`src/hw/abo_params.svh`:
```
`ifndef ABO_PARAMS_SVH
`define ABO_PARAMS_SVH
// opcode patterns, matched against the top bits of the 12-bit word
`define ABO_OP_AND_FILE_HI 6'h05
`define ABO_OP_AND_LIT_HI 4'he
`define ABO_OP_BIT_CLR_HI 4'h4
`define ABO_OP_BIT_SET_HI 4'h5
// field positions
`define ABO_INSTR_MSB 11
`define ABO_OP6_LSB 6
`define ABO_OP4_LSB 8
`define ABO_LIT_LSB 0
`define ABO_ADDR_LSB 0
`define ABO_ADDR_MSB 4
`define ABO_DEST_BIT 5
`define ABO_BIT_LSB 5
`define ABO_BIT_MSB 7
`define ABO_LIT_MSB 7
// file register addresses handled specially
`define ABO_TIMER_ADDR 5'h01
`define ABO_PORT_FIRST 5'h05
`define ABO_PORT_LAST 5'h07
// byte constants
`define ABO_BIT_ONE 8'h01
`define ABO_ZERO_BYTE 8'h00
// reset values; w starts all ones because this block can only clear bits of it
`define ABO_W_RESET 8'hff
`define ABO_Z_RESET 1'b0
`endif

```
`src/hw/abo_pkg.sv`:
```
package abo_pkg;
  typedef enum logic [1:0] {
    ABO_OP_NONE = 2'b00,
    ABO_OP_AND_F = 2'b01,
    ABO_OP_AND_L = 2'b11,
    ABO_OP_BIT = 2'b10
  } abo_op_t;

  typedef struct packed {
    logic en;
    logic [4:0] addr;
    logic [7:0] data;
  } abo_file_wr_t;
endpackage : abo_pkg

```
`src/hw/abo_exec.sv`:
```
`timescale 1ns/10ps
`include "abo_params.svh"
// Behaviour
// - register-AND: W AND file register at 5-bit address 0..31.
// - register-AND destination bit 0 writes W, 1 writes file register.
// - literal-AND: W AND low-byte literal into W, one cycle.
// - bit-clear: zero selected bit of file register, flags unchanged, one cycle.
// - bit-set: set selected bit of file register, flags unchanged, one cycle.
// - read-modify-write on port register uses pin levels, not latch.
// - writing timer register clears prescaler when assigned to timer.
module abo_exec
  import abo_pkg::*;
(
  input wire logic clk,
  input wire logic rst_n,
  input wire logic instr_valid,
  input wire logic [11:0] instr,
  output logic [4:0] file_raddr,
  input wire logic [7:0] file_rdata,
  input wire logic [7:0] port_pins,
  input wire logic prescaler_to_timer,
  output abo_file_wr_t file_wr_q,
  output logic [7:0] w_q,
  output logic zero_q,
  output logic prescaler_clr_q,
  output logic done_q
);

  ////////////////////////////////////////////////////////////////////////////
  // decode helpers

  // the register-AND shares its top nibble with other opcodes, so it is
  // matched on six bits before the four-bit patterns are tried
  function automatic abo_op_t decode_op(input logic [11:0] word);
    abo_op_t kind;
    kind = ABO_OP_NONE;
    if (word[`ABO_INSTR_MSB:`ABO_OP6_LSB] == `ABO_OP_AND_FILE_HI) begin
      kind = ABO_OP_AND_F;
    end else if (word[`ABO_INSTR_MSB:`ABO_OP4_LSB] == `ABO_OP_AND_LIT_HI) begin
      kind = ABO_OP_AND_L;
    end else if (word[`ABO_INSTR_MSB:`ABO_OP4_LSB] == `ABO_OP_BIT_CLR_HI) begin
      kind = ABO_OP_BIT;
    end else if (word[`ABO_INSTR_MSB:`ABO_OP4_LSB] == `ABO_OP_BIT_SET_HI) begin
      kind = ABO_OP_BIT;
    end
    decode_op = kind;
  endfunction : decode_op

  function automatic logic is_bit_set(input logic [11:0] word);
    is_bit_set = (word[`ABO_INSTR_MSB:`ABO_OP4_LSB] == `ABO_OP_BIT_SET_HI);
  endfunction : is_bit_set

  // only the port window reads pins; everything else reads the file
  function automatic logic is_port(input logic [4:0] a);
    is_port = (a >= `ABO_PORT_FIRST) && (a <= `ABO_PORT_LAST);
  endfunction : is_port

  function automatic logic [7:0] bit_mask_of(input logic [2:0] pos);
    bit_mask_of = `ABO_BIT_ONE << pos;
  endfunction : bit_mask_of

  function automatic logic [7:0] apply_bit(input logic [7:0] value, input logic [2:0] pos, input logic set);
    logic [7:0] mask;
    mask = bit_mask_of(pos);
    if (set) begin
      apply_bit = value | mask;
    end else begin
      apply_bit = value & ~mask;
    end
  endfunction : apply_bit

  function automatic logic is_zero_byte(input logic [7:0] value);
    is_zero_byte = (value == `ABO_ZERO_BYTE);
  endfunction : is_zero_byte

  function automatic logic writes_file(input abo_op_t kind, input logic dest);
    case (kind)
      ABO_OP_AND_F: begin
        writes_file = dest;
      end
      ABO_OP_BIT: begin
        writes_file = 1'b1;
      end
      default: begin
        writes_file = 1'b0;
      end
    endcase
  endfunction : writes_file

  function automatic logic writes_w(input abo_op_t kind, input logic dest);
    case (kind)
      ABO_OP_AND_F: begin
        writes_w = !dest;
      end
      ABO_OP_AND_L: begin
        writes_w = 1'b1;
      end
      default: begin
        writes_w = 1'b0;
      end
    endcase
  endfunction : writes_w

  function automatic logic updates_zero(input abo_op_t kind);
    case (kind)
      ABO_OP_AND_F, ABO_OP_AND_L: begin
        updates_zero = 1'b1;
      end
      default: begin
        updates_zero = 1'b0;
      end
    endcase
  endfunction : updates_zero

  ////////////////////////////////////////////////////////////////////////////
  // instruction fields

  abo_op_t op;
  logic set_not_clear;
  logic [4:0] addr;
  logic dest_file;
  logic [2:0] bit_pos;
  logic [7:0] literal;

  // a word with instr_valid low is dropped whole, never half decoded
  always_comb begin
    op = ABO_OP_NONE;
    set_not_clear = 1'b0;
    if (instr_valid) begin
      op = decode_op(instr);
      set_not_clear = is_bit_set(instr);
    end
  end

  assign addr = instr[`ABO_ADDR_MSB:`ABO_ADDR_LSB];
  assign dest_file = instr[`ABO_DEST_BIT];
  assign bit_pos = instr[`ABO_BIT_MSB:`ABO_BIT_LSB];
  assign literal = instr[`ABO_LIT_MSB:`ABO_LIT_LSB];
  assign file_raddr = addr;

  ////////////////////////////////////////////////////////////////////////////
  // operand and result

  // ports are read back from the pins so inputs driven low externally stick
  logic [7:0] operand;
  logic [7:0] second;
  logic [7:0] and_result;
  logic [7:0] bit_result;

  assign operand = is_port(addr) ? port_pins : file_rdata;
  assign second = (op == ABO_OP_AND_L) ? literal : operand;
  assign and_result = w_q & second;
  assign bit_result = apply_bit(operand, bit_pos, set_not_clear);

  ////////////////////////////////////////////////////////////////////////////
  // write enables

  logic file_we;
  logic w_we;
  logic zero_we;
  logic timer_hit;

  assign file_we = writes_file(op, dest_file);
  assign w_we = writes_w(op, dest_file);
  assign zero_we = updates_zero(op);
  // a register-AND into w only reads the timer, so it leaves the prescaler alone
  assign timer_hit = file_we && (addr == `ABO_TIMER_ADDR);

  ////////////////////////////////////////////////////////////////////////////
  // working register

  // w is loaded elsewhere in the core; here it can only lose bits
  always_ff @(posedge clk) begin
    if (!rst_n) begin
      w_q <= `ABO_W_RESET;
    end else if (w_we) begin
      w_q <= and_result;
    end
  end

  ////////////////////////////////////////////////////////////////////////////
  // zero flag

  // bit ops leave the flag alone
  always_ff @(posedge clk) begin
    if (!rst_n) begin
      zero_q <= `ABO_Z_RESET;
    end else if (zero_we) begin
      zero_q <= is_zero_byte(and_result);
    end
  end

  ////////////////////////////////////////////////////////////////////////////
  // file write-back

  always_ff @(posedge clk) begin
    if (!rst_n) begin
      file_wr_q.en <= 1'b0;
    end else begin
      file_wr_q.en <= file_we;
    end
  end

  // address and data follow every cycle; only en qualifies them
  always_ff @(posedge clk) begin
    if (!rst_n) begin
      file_wr_q.addr <= '0;
      file_wr_q.data <= '0;
    end else begin
      file_wr_q.addr <= addr;
      if (op == ABO_OP_BIT) begin
        file_wr_q.data <= bit_result;
      end else begin
        file_wr_q.data <= and_result;
      end
    end
  end

  ////////////////////////////////////////////////////////////////////////////
  // prescaler clear and completion

  always_ff @(posedge clk) begin
    if (!rst_n) begin
      prescaler_clr_q <= 1'b0;
    end else begin
      prescaler_clr_q <= timer_hit && prescaler_to_timer;
    end
  end

  // every handled instruction finishes in a single cycle
  always_ff @(posedge clk) begin
    if (!rst_n) begin
      done_q <= 1'b0;
    end else begin
      done_q <= (op != ABO_OP_NONE);
    end
  end

endmodule : abo_exec

```
`config.mk`:
```
export PLATFORM = sky130hd
export DESIGN_NAME = abo_exec
export DESIGN_NICKNAME = d
export VERILOG_FILES = /design/src/hw/abo_pkg.sv /design/src/hw/abo_exec.sv
export VERILOG_INCLUDE_DIRS = /design/src /design/src/hw
export SDC_FILE = /design/constraint.sdc
export NUM_CORES = 1
export LEC_CHECK = 0
export BUFFER_PORTS_ARGS = -buffer_cell sky130_fd_sc_hd__buf_2
export CAP_MARGIN = 10
export CORE_MARGIN = 10
export CORE_UTILIZATION = 52
export CTS_BUF_LIST = sky130_fd_sc_hd__clkbuf_8
export DETAILED_ROUTE_END_ITERATION = 12
export HOLD_SLACK_MARGIN = 0.05
export PLACE_DENSITY_LB_ADDON = 0.05
export SETUP_SLACK_MARGIN = 0.15
export SLEW_MARGIN = 20
export SYNTH_ARGS = -nofsm -noshare
export SYNTH_HDL_FRONTEND = slang
export SYNTH_SLANG_ARGS = --single-unit
```
`constraint.sdc`:
```
create_clock -name clk -period 2.6 [get_ports clk]
set_input_delay 0.26 -clock clk [delete_from_list [all_inputs] [get_ports clk]]
set_output_delay 0.26 -clock clk [all_outputs]
set_load 0.05 [all_outputs]
```
==> summary.md <==
| Metric | Value |
|---|---|
| Status | completed |
| Required @ worst endpoint | between 2 and 3 ns |
| Clk buf depth | 2 |
| Setup Crit Path Kind | in -> reg |
| Gpl congestion | 0.906 |
| Drt total wl | 4.36 mm |
| Mux cell area share after synthesis | 0% |
| Post-Syn Nets | 193 |
| Skew-Pair Late Insertion Delay | approximately 0.27 ns |
| Switch share | 33.3% |
| GRT Resource Usage Total | between 10% and 20% |
| Measured slew at the worst slew-check pin | 0.797 ns |
| Final Instance Count excl. Fillers | 241 |
| Num CTS Buffers | 3 |
| Top cells by area, synth | dfxtp_1 (37%), nand3_1 (5.2%), o31ai_1 (4.5%) |
| Post-synth top area share | 37.4% |
| Seq/Total Area, Yosys | 37.4% |
| CP endpoint kind | flop |
| Peak Freq | between 0.5 and 0.6 GHz |
| Power share of the sequential group | between 40% and 50% |
| Final core utilization | 66.2% |
| Worst setup SP type | primary input |
| Crit path max fanout | 10 |
| Slowest CP cell | or4_1 |
| Async SR Flop Fraction | 0% |
| Total chip power | between 800 and 900 µW |
| Die height | 70.7 µm |
| Hold Buf Count CTS | 0 |
| Core area | around 2500 µm² |
| H-tree levels | 1 |
| Initial antenna violation count | 0 |
| # DRC | 0 |
| Distinct cells, synth | 40 |
| Top FF cell, synth | dfxtp_1 |
| Hold Vio Cnt, Final | 0 |
| Final hold slack | roughly 0.27 ns |
| Post-synthesis adder-cell area fraction | 0% |
| Cells after Synth | roughly 160 |
| Final setup fails | 0 |
| Pwr Density | 521 nW/µm² |
| Gate power share | 25.5% |
| Synth Area in Compound Gates | 27.7% |
| Max-slew headroom | 46.6% |
| Cell total after placement | 237 |
| Total clock sinks | 25 |
| Worst reg2reg path depth | 4 |
| Initial Utilization | approximately 54% |
| Post-synthesis simple-gate area fraction | 27.2% |
| Vias per cell | 6.23 |
| Port Buffers | 61 |
| CP Cell Sequence | buf_2 -> nand4b_1 -> buf_4 -> or2_2 -> a31oi_1 -> or4_1 -> o41ai_2 |
| FP Rows | 18 |
| Sw Pwr | 284 µW |
| Yosys top cell by area | dfxtp_1 |
| Post-synth EDFFs | 0 |
| First-pass GRT wire length | roughly 7 mm |
| Tmin final | roughly 1.9 ns |
| Final Skew | 0.00811 ns |
| Min-delay worst type | in -> reg |
| Leakage power | approximately 0.00074 µW |
| Largest stage delay on the critical path | 0.58 ns |
| FF-to-FF Start | w_q[2] |
| Arrival time worst endpoint | between 2 and 2.5 ns |
| Overflow after GRT | 0 |
| Die Width | 70.7 µm |
| Area Growth Syn to Fin | 22.4% |
| Synthesized flop and latch total | 25 |
| Worst R2R End | zero_q |
| Ports | 62 |
| Peak VDD IR | 0.000377 V |
| P_int | approximately 570 µW |
| Xor-xnor portion of the synthesized cell area | 0% |
| TritonCTS clock tree | yes |
| Synth Warn # | 0 |
| Vias | 1502 |
| R2r setup slk | around 1.1 ns |
| Fin nets | 244 |
| Largest net degree at the start of global routing | 15 |
| DPL Wire Length | 3.33 mm |
| Final TNS setup | 0 ns |
| Post-Syn Area | 1340 µm² |
| Period utilization | 73.2% |
| Clock Power Share | roughly 27% |
| Clk slew on worst S/H paths | 0.09 ns |
| CTS Root Cell | clkbuf_8 |
| Drt wl/cell | 18.1 µm |
| DR pass1 iterations | 4 |
| Die area | 5000 µm² |
| Largest family of logic cells by synthesized area | compound AO/OA/AOI/OAI gates |
| Syn Area/Cell | 8.32 µm² |
| Maxcap violations | 0 |
| Fraction of layout cells with a size suffix above 1 | 33.6% |
| Number of setup buffers added after CTS | 0 |
| Worst hold path startpoint | instr[0] |
| DR iter-0 viols | 140 |
| Vias in the first global route | 1456 |
| DRT antenna net count | 0 |
| Post-cts gate resize count | 0 |
| Worst Hold Endpoint | file_wr_q[8] |
| RSZ-0062 raised after global routing | no |
| WHS Path Cells | 2 |
| Slew Viols, Final | 0 |
| # diodes | 0 |
[synthesized netlist by cell type (2+ instances only)]
| library cell | instances |
|---|---|
| dfxtp_1 | 25 |
| nand3_1 | 14 |
| nor2_1 | 12 |
| nand2_1 | 11 |
| a21oi_1 | 9 |
| o31ai_1 | 8 |
| clkbuf_1 | 7 |
| and2_1 | 5 |
| buf_4 | 5 |
| o21ai_1 | 5 |
| a211o_1 | 4 |
| a31oi_1 | 4 |
| and3_1 | 4 |
| o211ai_1 | 4 |
| o21ai_0 | 4 |
| a21boi_1 | 3 |
| o21a_1 | 3 |
| o311ai_0 | 3 |
| o31a_1 | 3 |
| buf_2 | 2 |
| buf_6 | 2 |
| inv_1 | 2 |
| nand2b_1 | 2 |
| nand3b_1 | 2 |
| nand4b_1 | 2 |
| or4_1 | 2 |
[per-layer routing]
metal | share of wire, % | track usage (%) | vias to the layer above | routed length, µm
li1 | - | - | 699 | -
met1 | 41 | 21.6 | 697 | 1800
met5 | 0 | 0 | - | 0
met2 | 46 | 25.9 | 98 | 2000
met4 | 1.1 | 3.44 | 0 | 49
met3 | 12 | 5.16 | 8 | 505
[how the worst max path moves through the flow]
stage	start	depth (start not counted)	end
final	instr[8]	7	zero_q
after detailed placement	instr[8]	7	zero_q
after CTS	instr[8]	7	zero_q
after global placement	instr[8]	7	zero_q
after floorplan	instr[8]	7	zero_q
after global routing	instr[8]	7	zero_q
[power by group through the flow]
stage                     clock network, µW  registers (µW)  logic [µW]
after floorplan                           0             470        98.8
after global placement                    0             411         214
after detailed placement                  0             412         216
after CTS                               235             403         217
after global routing                    252             405         234
final                                   233             403         218
[final cells by class]
class,count,area [µm²]
Clock buffer,3,41.3
Clock inverter,1,5.00
Fill cell,231,838
Inverter,2,7.51
Multi-Input combinational cell,118,734
Sequential cell,25,500
Tap cell,30,37.5
Timing Repair Buffer,62,313
[registers in the layout (all words and copies together) (netlist names)]
signal           cells
prescaler_clr_q      1
w_q                  8
file_wr_q           14
done_q               1
zero_q               1
[cell usage in the layout (no fill, tap or decap), types with 4 or more instances in the layout]
| master | instances |
|---|---|
| o31ai_1 | 8 |
| o21ai_0 | 4 |
| o211ai_1 | 4 |
| nand2_1 | 11 |
| o21ai_1 | 5 |
| and3_1 | 4 |
| a21oi_1 | 9 |
| a211o_1 | 4 |
| nand3_1 | 14 |
| and2_1 | 5 |
| buf_2 | 61 |
| nor2_1 | 12 |
| dfxtp_1 | 25 |
| a31oi_1 | 4 |
[critical path: cells and delay by family]
kind            cells  cell delay, ns
compound gates      2            0.42
buf+inv             2            0.39
simple gates        3            1.02
[stage by stage]
| step | worst slack (ns) | cell area (µm²) |
|---|---|---|
| global route | 0.621 | 1640 |
| detailed placement | 0.421 | 1590 |
| CTS | 0.707 | 1640 |
| floorplan | 0.751 | 1340 |
| finish | 0.696 | 1640 |
| global placement | 0.434 | 1590 |
[cell families after synthesis]
group | Yosys count
AOI/OAI and AO/OA | 53
buffers and inverters | 18
DFF | 25
and+or+nand+nor | 65
(Power assumes the default switching activity.)
